`src/rtl/wcfu_pkg.sv`:
```
// package of constants and types for the word compare flag unit
package wcfu_pkg;
  // special relay bit addresses of the result flags
  localparam int unsigned GREATER_FLAG_ADDR = 25505;
  localparam int unsigned EQUAL_FLAG_ADDR   = 25506;
  localparam int unsigned LESS_FLAG_ADDR    = 25507;
  // APB register byte offsets
  localparam logic [7:0] OFS_OPA_LO = 8'h00;
  localparam logic [7:0] OFS_OPA_HI = 8'h04;
  localparam logic [7:0] OFS_OPB_LO = 8'h08;
  localparam logic [7:0] OFS_OPB_HI = 8'h0c;
  localparam logic [7:0] OFS_CMD    = 8'h10;
  localparam logic [7:0] OFS_FLAGS  = 8'h14;
  localparam logic [7:0] OFS_IRQ_ST = 8'h18;
  localparam logic [7:0] OFS_IRQ_MK = 8'h1c;
  localparam logic [7:0] OFS_PTR    = 8'h20;
  // command bit positions
  localparam int unsigned CMD_WORD_BIT   = 0;
  localparam int unsigned CMD_DOUBLE_BIT = 1;
  localparam int unsigned CMD_INDIR_BIT  = 2;
  // event bit positions in status and mask
  localparam int unsigned EV_DONE_BIT = 0;
  localparam int unsigned EV_ERR_BIT  = 1;
  // data memory size in words (pointer must be below this)
  localparam logic [15:0] DM_WORDS = 16'h1770;
  // first pointer value past data memory, as four bcd digits
  localparam logic [15:0] DM_LIMIT_BCD = 16'h6000;
  // reset values
  localparam logic [15:0] RST_WORD  = 16'h0000;
  localparam logic [1:0]  RST_EV    = 2'h0;
  // result flags as carried together
  typedef struct packed {
    logic less_flag;
    logic equal_flag;
    logic greater_flag;
  } wcfu_flags_t;
  localparam wcfu_flags_t RST_FLAGS = '{less_flag: 1'b0, equal_flag: 1'b0, greater_flag: 1'b0};
endpackage

```
`src/rtl/wcfu_top.sv`:
```
// word and double-word compare unit with APB register access
//
// Design decisions made here: the APB interface to the registers and the register offsets.
`timescale 1ns/1ps
module wcfu_top
  import wcfu_pkg::*;
(
  // clock and reset
  input  wire logic        sys_clk,
  input  wire logic        reset,
  // apb slave
  input  wire logic        psel,
  input  wire logic        penable,
  input  wire logic        pwrite,
  input  wire logic [7:0]  paddr,
  input  wire logic [31:0] pwdata,
  output logic      [31:0] prdata,
  output logic             pready,
  output logic             pslverr,
  // result flags and interrupt
  output logic             greater_flag,
  output logic             equal_flag,
  output logic             less_flag,
  output logic             error_flag,
  output logic             irq
);

  // operands, pointer, flags, events
  logic [15:0] opa_lo_r, opa_hi_r, opb_lo_r, opb_hi_r, ptr_r;
  wcfu_flags_t flags_r, flags_nxt;
  logic        err_r, err_nxt;
  logic [1:0]  ev_st_r, ev_st_nxt, ev_mk_r;
  logic [31:0] prdata_r, prdata_nxt;
  logic        pready_r, pslverr_r, irq_r;

  // unsigned magnitude compare giving one-hot flags
  function automatic wcfu_flags_t cmp32(input logic [31:0] a, input logic [31:0] b);
    cmp32.greater_flag = (a > b);
    cmp32.equal_flag   = (a == b);
    cmp32.less_flag    = (a < b);
  endfunction

  // one bcd digit out of range
  function automatic logic digit_bad(input logic [3:0] d);
    digit_bad = (d > 4'h9);
  endfunction

  // pointer must be four bcd digits and inside data memory
  function automatic logic ptr_bad(input logic [15:0] p);
    logic nonbcd;
    nonbcd = digit_bad(p[3:0]) || digit_bad(p[7:4]) || digit_bad(p[11:8]) || digit_bad(p[15:12]);
    ptr_bad = nonbcd || (p >= DM_LIMIT_BCD);
  endfunction

  // bus decode
  wire acc       = psel & penable & ~pready_r;
  wire wr        = acc & pwrite;
  wire rd        = acc & ~pwrite;
  wire hit_cmd   = (paddr == OFS_CMD);
  wire mapped    = (paddr == OFS_OPA_LO) | (paddr == OFS_OPA_HI) | (paddr == OFS_OPB_LO) |
                   (paddr == OFS_OPB_HI) | hit_cmd | (paddr == OFS_FLAGS) |
                   (paddr == OFS_IRQ_ST) | (paddr == OFS_IRQ_MK) | (paddr == OFS_PTR);
  wire do_word   = wr & hit_cmd & pwdata[CMD_WORD_BIT];
  wire do_double = wr & hit_cmd & pwdata[CMD_DOUBLE_BIT] & ~pwdata[CMD_WORD_BIT];
  wire indir     = pwdata[CMD_INDIR_BIT];
  wire bad_ptr   = indir & ptr_bad(ptr_r);
  wire run       = do_word | do_double;

  // operand formation: word compare uses low words zero extended
  wire [31:0] val_a = do_double ? {opa_hi_r, opa_lo_r} : {16'h0000, opa_lo_r};
  wire [31:0] val_b = do_double ? {opb_hi_r, opb_lo_r} : {16'h0000, opb_lo_r};
  wire wcfu_flags_t res = cmp32(val_a, val_b);

  // flags change only on an executed compare
  always_comb begin
    flags_nxt = flags_r;
    err_nxt   = err_r;
    if (run) begin
      err_nxt = bad_ptr;
      if (!bad_ptr) begin
        flags_nxt = res;
      end
    end
  end

  // sticky events, set beats write-one clear
  always_comb begin
    ev_st_nxt = ev_st_r;
    if (wr && paddr == OFS_IRQ_ST) begin
      ev_st_nxt = ev_st_r & ~pwdata[1:0];
    end
    ev_st_nxt[EV_DONE_BIT] = ev_st_nxt[EV_DONE_BIT] | (run & ~bad_ptr);
    ev_st_nxt[EV_ERR_BIT]  = ev_st_nxt[EV_ERR_BIT] | (run & bad_ptr);
  end

  // read mux
  always_comb begin
    prdata_nxt = 32'h0000_0000;
    unique case (paddr)
      OFS_OPA_LO: prdata_nxt = {16'h0000, opa_lo_r};
      OFS_OPA_HI: prdata_nxt = {16'h0000, opa_hi_r};
      OFS_OPB_LO: prdata_nxt = {16'h0000, opb_lo_r};
      OFS_OPB_HI: prdata_nxt = {16'h0000, opb_hi_r};
      OFS_FLAGS:  prdata_nxt = {28'h000_0000, err_r, flags_r};
      OFS_IRQ_ST: prdata_nxt = {30'h0000_0000, ev_st_r};
      OFS_IRQ_MK: prdata_nxt = {30'h0000_0000, ev_mk_r};
      OFS_PTR:    prdata_nxt = {16'h0000, ptr_r};
      default:    prdata_nxt = 32'h0000_0000;
    endcase
  end

  // operand and config registers
  always_ff @(posedge sys_clk or posedge reset) begin
    if (reset) begin
      opa_lo_r <= RST_WORD;
      opa_hi_r <= RST_WORD;
      opb_lo_r <= RST_WORD;
      opb_hi_r <= RST_WORD;
      ptr_r    <= RST_WORD;
      ev_mk_r  <= RST_EV;
    end else if (wr) begin
      if (paddr == OFS_OPA_LO) opa_lo_r <= pwdata[15:0];
      if (paddr == OFS_OPA_HI) opa_hi_r <= pwdata[15:0];
      if (paddr == OFS_OPB_LO) opb_lo_r <= pwdata[15:0];
      if (paddr == OFS_OPB_HI) opb_hi_r <= pwdata[15:0];
      if (paddr == OFS_PTR)    ptr_r    <= pwdata[15:0];
      if (paddr == OFS_IRQ_MK) ev_mk_r  <= pwdata[1:0];
    end
  end

  // result, event and bus response registers
  always_ff @(posedge sys_clk or posedge reset) begin
    if (reset) begin
      flags_r   <= RST_FLAGS;
      err_r     <= 1'b0;
      ev_st_r   <= RST_EV;
      irq_r     <= 1'b0;
      prdata_r  <= 32'h0000_0000;
      pready_r  <= 1'b0;
      pslverr_r <= 1'b0;
    end else begin
      flags_r   <= flags_nxt;
      err_r     <= err_nxt;
      ev_st_r   <= ev_st_nxt;
      irq_r     <= |(ev_st_nxt & ev_mk_r);
      prdata_r  <= rd ? prdata_nxt : 32'h0000_0000;
      pready_r  <= acc;
      pslverr_r <= acc & ~mapped;
    end
  end

  // outputs straight from flops
  assign prdata       = prdata_r;
  assign pready       = pready_r;
  assign pslverr      = pslverr_r;
  assign greater_flag = flags_r.greater_flag;
  assign equal_flag   = flags_r.equal_flag;
  assign less_flag    = flags_r.less_flag;
  assign error_flag   = err_r;
  assign irq          = irq_r;

  // checks: flags hold without an executed compare
  a_flags_hold: assert property (@(posedge sys_clk) disable iff (reset)
    !run
    |=> $stable(flags_r))
    else $error("flags changed without compare");
  a_double_hold: assert property (@(posedge sys_clk) disable iff (reset)
    !do_double && !do_word
    |=> flags_r == $past(flags_r))
    else $error("double hold");
  a_read_silent: assert property (@(posedge sys_clk) disable iff (reset)
    rd
    |=> $stable(flags_r))
    else $error("read changed flags");
  a_flags_cause: assert property (@(posedge sys_clk) disable iff (reset)
    !$stable(flags_r)
    |-> $past(run) && !$past(bad_ptr))
    else $error("flags changed with no executed compare");

  // checks: one-hot flags after any executed compare, then word compare outcome
  a_one_hot: assert property (@(posedge sys_clk) disable iff (reset)
    run && !bad_ptr
    |=> $onehot(flags_r))
    else $error("flags not one-hot");
  a_greater_ok: assert property (@(posedge sys_clk) disable iff (reset)
    do_word && !bad_ptr && opa_lo_r > opb_lo_r
    |=> greater_flag)
    else $error("greater");
  a_greater_clear: assert property (@(posedge sys_clk) disable iff (reset)
    do_word && !bad_ptr && opa_lo_r <= opb_lo_r
    |=> !greater_flag)
    else $error("greater flag without greater operand");
  a_equal_ok: assert property (@(posedge sys_clk) disable iff (reset)
    do_word && !bad_ptr
    |=> equal_flag == ($past(opa_lo_r) == $past(opb_lo_r)))
    else $error("equal");
  a_equal_clear: assert property (@(posedge sys_clk) disable iff (reset)
    do_word && !bad_ptr && opa_lo_r != opb_lo_r
    |=> !equal_flag)
    else $error("equal flag on differing words");
  a_less_ok: assert property (@(posedge sys_clk) disable iff (reset)
    do_word && !bad_ptr && opa_lo_r < opb_lo_r
    |=> less_flag)
    else $error("less");
  a_less_clear: assert property (@(posedge sys_clk) disable iff (reset)
    do_word && !bad_ptr && opa_lo_r >= opb_lo_r
    |=> !less_flag)
    else $error("less flag without smaller operand");
  a_word_low_only: assert property (@(posedge sys_clk) disable iff (reset)
    do_word && !bad_ptr && opa_lo_r == opb_lo_r && opa_hi_r != opb_hi_r
    |=> equal_flag)
    else $error("word compare looked at upper words");
  a_word_wins: assert property (@(posedge sys_clk) disable iff (reset)
    do_word && pwdata[CMD_DOUBLE_BIT] && !bad_ptr && opa_lo_r < opb_lo_r
    |=> less_flag)
    else $error("word compare lost to double");
  a_unsigned_cmp: assert property (@(posedge sys_clk) disable iff (reset)
    do_word && !bad_ptr && opa_lo_r[15] && !opb_lo_r[15]
    |=> greater_flag)
    else $error("signed compare");

  // checks: double compare outcome
  a_double_cmp: assert property (@(posedge sys_clk) disable iff (reset)
    do_double && !bad_ptr && {opa_hi_r, opa_lo_r} < {opb_hi_r, opb_lo_r}
    |=> less_flag)
    else $error("double less");
  a_double_greater: assert property (@(posedge sys_clk) disable iff (reset)
    do_double && !bad_ptr && {opa_hi_r, opa_lo_r} > {opb_hi_r, opb_lo_r}
    |=> greater_flag)
    else $error("double greater");
  a_double_equal: assert property (@(posedge sys_clk) disable iff (reset)
    do_double && !bad_ptr && {opa_hi_r, opa_lo_r} == {opb_hi_r, opb_lo_r}
    |=> equal_flag)
    else $error("double equal");
  a_dbl_less_clear: assert property (@(posedge sys_clk) disable iff (reset)
    do_double && !bad_ptr && {opa_hi_r, opa_lo_r} >= {opb_hi_r, opb_lo_r}
    |=> !less_flag)
    else $error("double less flag wrongly set");
  a_dbl_grt_clear: assert property (@(posedge sys_clk) disable iff (reset)
    do_double && !bad_ptr && {opa_hi_r, opa_lo_r} <= {opb_hi_r, opb_lo_r}
    |=> !greater_flag)
    else $error("double greater flag wrongly set");
  a_dbl_eq_clear: assert property (@(posedge sys_clk) disable iff (reset)
    do_double && !bad_ptr && {opa_hi_r, opa_lo_r} != {opb_hi_r, opb_lo_r}
    |=> !equal_flag)
    else $error("double equal flag wrongly set");
  a_double_upper: assert property (@(posedge sys_clk) disable iff (reset)
    do_double && !bad_ptr && opa_hi_r > opb_hi_r
    |=> greater_flag)
    else $error("upper word does not dominate");
  a_double_lower: assert property (@(posedge sys_clk) disable iff (reset)
    do_double && !bad_ptr && opa_hi_r == opb_hi_r && opa_lo_r < opb_lo_r
    |=> less_flag)
    else $error("lower word ignored on equal upper");
  a_dbl_unsigned: assert property (@(posedge sys_clk) disable iff (reset)
    do_double && !bad_ptr && opa_hi_r[15] && !opb_hi_r[15]
    |=> greater_flag)
    else $error("double compare took a sign");

  // checks: pointer error flag
  a_error_set: assert property (@(posedge sys_clk) disable iff (reset)
    run && bad_ptr
    |=> error_flag && $stable(flags_r))
    else $error("error flag");
  a_error_clear: assert property (@(posedge sys_clk) disable iff (reset)
    run && !bad_ptr
    |=> !error_flag)
    else $error("error flag left after good compare");
  a_error_hold: assert property (@(posedge sys_clk) disable iff (reset)
    !run
    |=> $stable(error_flag))
    else $error("error flag moved without compare");
  a_nonbcd_ptr: assert property (@(posedge sys_clk) disable iff (reset)
    run && indir && ptr_r[3:0] > 4'h9
    |=> error_flag)
    else $error("non-bcd pointer accepted");
  a_ptr_limit: assert property (@(posedge sys_clk) disable iff (reset)
    run && indir && ptr_r >= DM_LIMIT_BCD
    |=> error_flag)
    else $error("pointer past data memory accepted");
  a_no_indir: assert property (@(posedge sys_clk) disable iff (reset)
    run && !indir
    |=> !error_flag)
    else $error("error flag without pointer check");

  // checks: events and interrupt
  a_done_event: assert property (@(posedge sys_clk) disable iff (reset)
    run && !bad_ptr
    |=> ev_st_r[EV_DONE_BIT])
    else $error("done event missing");
  a_err_event: assert property (@(posedge sys_clk) disable iff (reset)
    run && bad_ptr
    |=> ev_st_r[EV_ERR_BIT])
    else $error("error event missing");
  a_w1c_clear: assert property (@(posedge sys_clk) disable iff (reset)
    wr && paddr == OFS_IRQ_ST && pwdata[EV_DONE_BIT]
    |=> !ev_st_r[EV_DONE_BIT])
    else $error("done event not cleared");
  a_status_sticky: assert property (@(posedge sys_clk) disable iff (reset)
    ev_st_r[EV_DONE_BIT] && !(wr && paddr == OFS_IRQ_ST)
    |=> ev_st_r[EV_DONE_BIT])
    else $error("done event lost");
  a_irq_level: assert property (@(posedge sys_clk) disable iff (reset)
    1'b1
    |=> irq == |($past(ev_st_nxt) & $past(ev_mk_r)))
    else $error("irq");

  // checks: register bus
  a_pready_pulse: assert property (@(posedge sys_clk) disable iff (reset)
    pready
    |=> !pready)
    else $error("pready longer than one cycle");
  a_pready_follows: assert property (@(posedge sys_clk) disable iff (reset)
    psel && penable && !pready
    |=> pready)
    else $error("access not answered");
  a_slverr_rdy: assert property (@(posedge sys_clk) disable iff (reset)
    pslverr
    |-> pready)
    else $error("pslverr without pready");
  a_prdata_idle: assert property (@(posedge sys_clk) disable iff (reset)
    !pready
    |-> prdata == 32'h0000_0000)
    else $error("read data outside answer");
  a_unmapped_err: assert property (@(posedge sys_clk) disable iff (reset)
    acc && !mapped
    |=> pslverr && prdata == 32'h0000_0000)
    else $error("unmapped access not refused");
  a_mapped_ok: assert property (@(posedge sys_clk) disable iff (reset)
    acc && mapped
    |=> !pslverr)
    else $error("mapped access refused");
  a_opa_write: assert property (@(posedge sys_clk) disable iff (reset)
    wr && paddr == OFS_OPA_LO
    |=> opa_lo_r == $past(pwdata[15:0]))
    else $error("operand write lost");
  a_opb_write: assert property (@(posedge sys_clk) disable iff (reset)
    wr && paddr == OFS_OPB_HI
    |=> opb_hi_r == $past(pwdata[15:0]))
    else $error("upper operand write lost");
  a_mask_write: assert property (@(posedge sys_clk) disable iff (reset)
    wr && paddr == OFS_IRQ_MK
    |=> ev_mk_r == $past(pwdata[1:0]))
    else $error("mask write lost");
  a_read_ptr: assert property (@(posedge sys_clk) disable iff (reset)
    rd && paddr == OFS_PTR
    |=> prdata == {16'h0000, $past(ptr_r)})
    else $error("pointer read wrong");

  // main scenarios reached
  c_word_run: cover property (@(posedge sys_clk) do_word && !bad_ptr);
  c_double_run: cover property (@(posedge sys_clk) do_double && !bad_ptr);
  c_double_eq: cover property (@(posedge sys_clk) do_double && !bad_ptr && res.equal_flag);
  c_bad_ptr: cover property (@(posedge sys_clk) run && bad_ptr);
  c_irq: cover property (@(posedge sys_clk) $rose(irq));

endmodule

```
`config.mk`:
```
export PLATFORM = sky130hd
export DESIGN_NAME = wcfu_top
export DESIGN_NICKNAME = d
export VERILOG_FILES = /design/src/rtl/wcfu_pkg.sv /design/src/rtl/wcfu_top.sv
export SDC_FILE = /design/constraint.sdc
export NUM_CORES = 1
export LEC_CHECK = 0
export BUFFER_PORTS_ARGS = -buffer_cell sky130_fd_sc_hd__buf_2
export CORE_MARGIN = 4
export CORE_UTILIZATION = 57
export DETAILED_ROUTE_END_ITERATION = 8
export GPL_TIMING_DRIVEN = 0
export HOLD_SLACK_MARGIN = 0.06
export PLACE_DENSITY = 0.88
export SLEW_MARGIN = 0
export SYNTH_ARGS = -nofsm -noshare
export SYNTH_HDL_FRONTEND = slang
export SYNTH_SLANG_ARGS = --single-unit
```
`constraint.sdc`:
```
create_clock -name sys_clk -period 3.9 [get_ports sys_clk]
set_input_delay 0.39 -clock sys_clk [delete_from_list [all_inputs] [get_ports sys_clk]]
set_output_delay 0.39 -clock sys_clk [all_outputs]
set_load 0.1 [all_outputs]
```
==> flow_summary.rst <==
.. list-table::
   :header-rows: 1

   * - Metric
     - Value
   * - Y dimension of the die
     - 108 um
   * - Most used flip-flop cell after synthesis
     - sky130_fd_sc_hd__dfrtp_1
   * - Outcome
     - completed
   * - Worst hold slack across all endpoints
     - 0.259 ns
   * - Pins Over Slew Limit
     - 0
   * - Fraction of the yosys area taken by sequential cells
     - 0.468
   * - Post-CTS setup repair buffer count
     - 0
   * - Global-route wire length before repair
     - ~22 mm
   * - I/O pin total
     - 84
   * - Max_cap viols
     - 0
   * - RSZ-0062 raised after global routing
     - false
   * - Gr usage total
     - 0.245
   * - Maximum VDD drop
     - 0.201 mV
   * - Post-DR wirelength/cell
     - approximately 19 um
   * - Final antenna-violating net count
     - 0
   * - Area overhead of the layout relative to synthesis
     - 12.1%
   * - Max stage delay cell, worst path
     - sky130_fd_sc_hd__a2111oi_2
   * - Fraction of layout cells with a size suffix above 1
     - 0.328
   * - Post-synthesis cell count
     - 492
   * - Die span in x
     - approximately 110 um
   * - Vias in the first global route
     - 4320
   * - Most prevalent standard cell on the critical path
     - sky130_fd_sc_hd__and4b_1
   * - Initial core utilization
     - 0.585
   * - Share of the core filled with cells
     - 0.656
   * - Cell count after placement
     - 689
   * - Drt drc
     - 0
   * - Leak
     - between 3 and 4 nW
   * - Number of enable-type register cells in the synthesized netlist
     - 0
   * - Crit-path max FO
     - 10
   * - Final Hold Fails
     - 0
   * - Number of input and output port buffers inserted
     - 48
   * - Share of the cycle needed by the critical path after routing
     - 0.934
   * - Detailed placement HPWL
     - between 9 and 10 mm
   * - Number of nets in the layout
     - 645
   * - Initial antenna violation count
     - 0
   * - Fmax achieved
     - 275 MHz
   * - Post-route total power
     - 0.00198 W
   * - TritonCTS clock tree
     - built
   * - Count of final setup violators
     - 0
   * - Cell row count
     - 36
   * - CP required
     - slightly above 4 ns
   * - Maximum number of pins on one net before global-route repair
     - 70
   * - Antenna Cells
     - 0
   * - Overall overflow remaining after global route
     - 0
   * - Element type at the critical path start
     - flip-flop
   * - Data arrival time of the critical path
     - roughly 3.9 ns
   * - Register clock-pin slew on the reported worst setup and hold paths
     - 0.10 ns
   * - Transition time of the tightest slew-check pin
     - 0.917 ns
   * - Via density per instance
     - 6.04
   * - Number of DRC markers after the initial detailed-route iteration
     - 464
   * - Area of the die
     - between 10000 and 15000 um2
   * - Maximum cell stage delay along the critical path
     - 0.43 ns
   * - Max transition margin
     - 0.389
   * - Kind of cell adding the most delay to the critical path
     - compound AO/OA/AOI/OAI gates
   * - Gpl congestion
     - 0.924
   * - Clk sinks
     - 107
   * - Library cell used as clock root buffer
     - sky130_fd_sc_hd__clkbuf_8
   * - Count of synthesis-stage warnings from yosys
     - 0
   * - Worst hold path class
     - primary input to flip-flop
   * - Worst clock skew
     - 0.0106 ns
   * - Ys async rst share
     - 1.00
   * - Syn avg cell area
     - 11.6 um2
   * - Cells traversed along the worst timing path
     - and4b_1 > buf_2 > and4_1 > and4b_1 > clkbuf_2 > and2_1 > ha_1 > a41oi_1 > o21ai_0 > a221o_1 > a2111oi_2 > a211oi_1
   * - Commonest non-fill, non-tap cells in the layout
     - sky130_fd_sc_hd__dfrtp_1 (107), sky130_fd_sc_hd__mux2_2 (72), sky130_fd_sc_hd__buf_2 (54), sky130_fd_sc_hd__nand2_1 (39), sky130_fd_sc_hd__ha_1 (32)
   * - Via count
     - approximately 4300
   * - Register bit total from synthesis
     - around 110
   * - Netlist area before placement
     - 5720 um2
   * - Core region area
     - 9770 um2
   * - Power density relative to cell area
     - ~300 nW/um2
   * - CTS Buffer Depth
     - 2
   * - First drt pass iteration count
     - 8
   * - Total number of H-tree levels
     - 3
   * - Clock latency on the worst-skew pair
     - 0.38 ns
   * - Buffers and inverters on the worst path
     - 2
   * - Final standard cell count with taps included and fillers excluded
     - 706
   * - Most common cell after layout, fill and taps aside
     - sky130_fd_sc_hd__dfrtp_1
   * - Final wirelength
     - 13.6 mm
   * - Crit end category
     - flip-flop
   * - Inserted Clock Buffers
     - 9
   * - Number of distinct library cells after synthesis
     - 53
   * - Post-route minimum period
     - 3.64 ns
   * - Type of the worst setup path
     - flip-flop to flip-flop
[final timing paths]
kind	cells past startpoint	slack, ns	endpoint	start
hold / removal	3	0.26	pslverr	penable
setup reg to reg	12	0.26	greater_flag	pready
setup / recovery	12	0.26	greater_flag	pready
hold reg to reg	1	0.48	pslverr	pready
max in group asynchronous	4	2.61	opa_hi_r[11]	reset
min in group asynchronous	3	0.58	prdata[4]	reset
[Yosys cell counts (3+ instances only)]
cell type                  number  area [um2]
sky130_fd_sc_hd__a21o_1         5        37.5
sky130_fd_sc_hd__a21oi_1       18        90.1
sky130_fd_sc_hd__a222oi_1      13         130
sky130_fd_sc_hd__a22oi_1        5        37.5
sky130_fd_sc_hd__and2_1        18         113
sky130_fd_sc_hd__and4_1         4        35.0
sky130_fd_sc_hd__and4b_1        3        30.0
sky130_fd_sc_hd__buf_1          4        15.0
sky130_fd_sc_hd__buf_2          6        30.0
sky130_fd_sc_hd__buf_4         16         120
sky130_fd_sc_hd__clkbuf_1      10        37.5
sky130_fd_sc_hd__dfrtp_1      107        2680
sky130_fd_sc_hd__ha_1          32         400
sky130_fd_sc_hd__inv_1         20        75.1
sky130_fd_sc_hd__mux2_2        72         811
sky130_fd_sc_hd__mux2_4        10         150
sky130_fd_sc_hd__mux2i_1       11         110
sky130_fd_sc_hd__mux4_2         3        67.6
sky130_fd_sc_hd__nand2_1       39         146
sky130_fd_sc_hd__nand3_1        7        35.0
sky130_fd_sc_hd__nand4_1        5        31.3
sky130_fd_sc_hd__nor2_1        20        75.1
sky130_fd_sc_hd__o21ai_0       24         120
[layout make-up]
cell class	instances	area [um2]
Buffer	39	239
Clock buffer	10	128
Clock inverter	6	48.8
Fill cell	731	3360
Inverter	20	77.6
Multi-Input combinational cell	341	2800
Sequential cell	107	2680
Tap cell	133	166
Timing Repair Buffer	50	278
[registers in the layout (all words and copies together), names as in the netlist]
register	cells
less_flag	1
error_flag	1
ev_mk_r	2
irq	1
opa_lo_r	16
pslverr	1
ev_st_r	2
ptr_r	16
pready	1
greater_flag	1
prdata	16
opb_hi_r	16
equal_flag	1
opb_lo_r	16
opa_hi_r	16
[tightest hold or removal path: stages]
cell	delay, ns
sky130_fd_sc_hd__buf_2	0.10
sky130_fd_sc_hd__nand2_1	0.07
sky130_fd_sc_hd__nor3_1	0.05
[what timing repair did]
action | in CTS | in global routing
hold endpoints to repair | 9 | 0
setup endpoints to repair | 2 | 2
resized for setup | 2 | 8
gates cloned | 0 | 0
hold buffers | 1 | 0
[through the flow]
stage	setup WS, ns	cell area (um2)	TNS [ns]
after global placement	-0.333	6180	-35.21
after CTS	0.00649	6400	0
final	0.258	6410	0
after global routing	0.0417	6410	0
after detailed placement	-0.208	6210	-0.384
after floorplan	0.0513	5770	0
[power by group]
part	internal (W)	switching, W	total, W
combinational	0.0000586	0.000165	0.000223
sequential	0.00112	0.00000992	0.00113
clock	0.000238	0.000389	0.000627
[routing by layer]
layer	routed length (um)	global-route usage	part of all wire
met1	5600	0.325	0.41
met2	6340	0.393	0.46
met3	1300	0.0501	0.095
met4	398	0.106	0.029
met5	0	0	0
[kinds of logic (layout without fill, tap and decap cells)]
kind of cell	Yosys count	count (layout)	share of synthesized area
fa+ha+maj	32	32	0.0701
simple gates	116	116	0.112
compound gates	80	80	0.0946
other cells	1	16	0.000656
flops	107	107	0.468
mux	97	97	0.201
buf+inv	59	125	0.0534
Note: power is estimated with default switching activity, not from simulation.
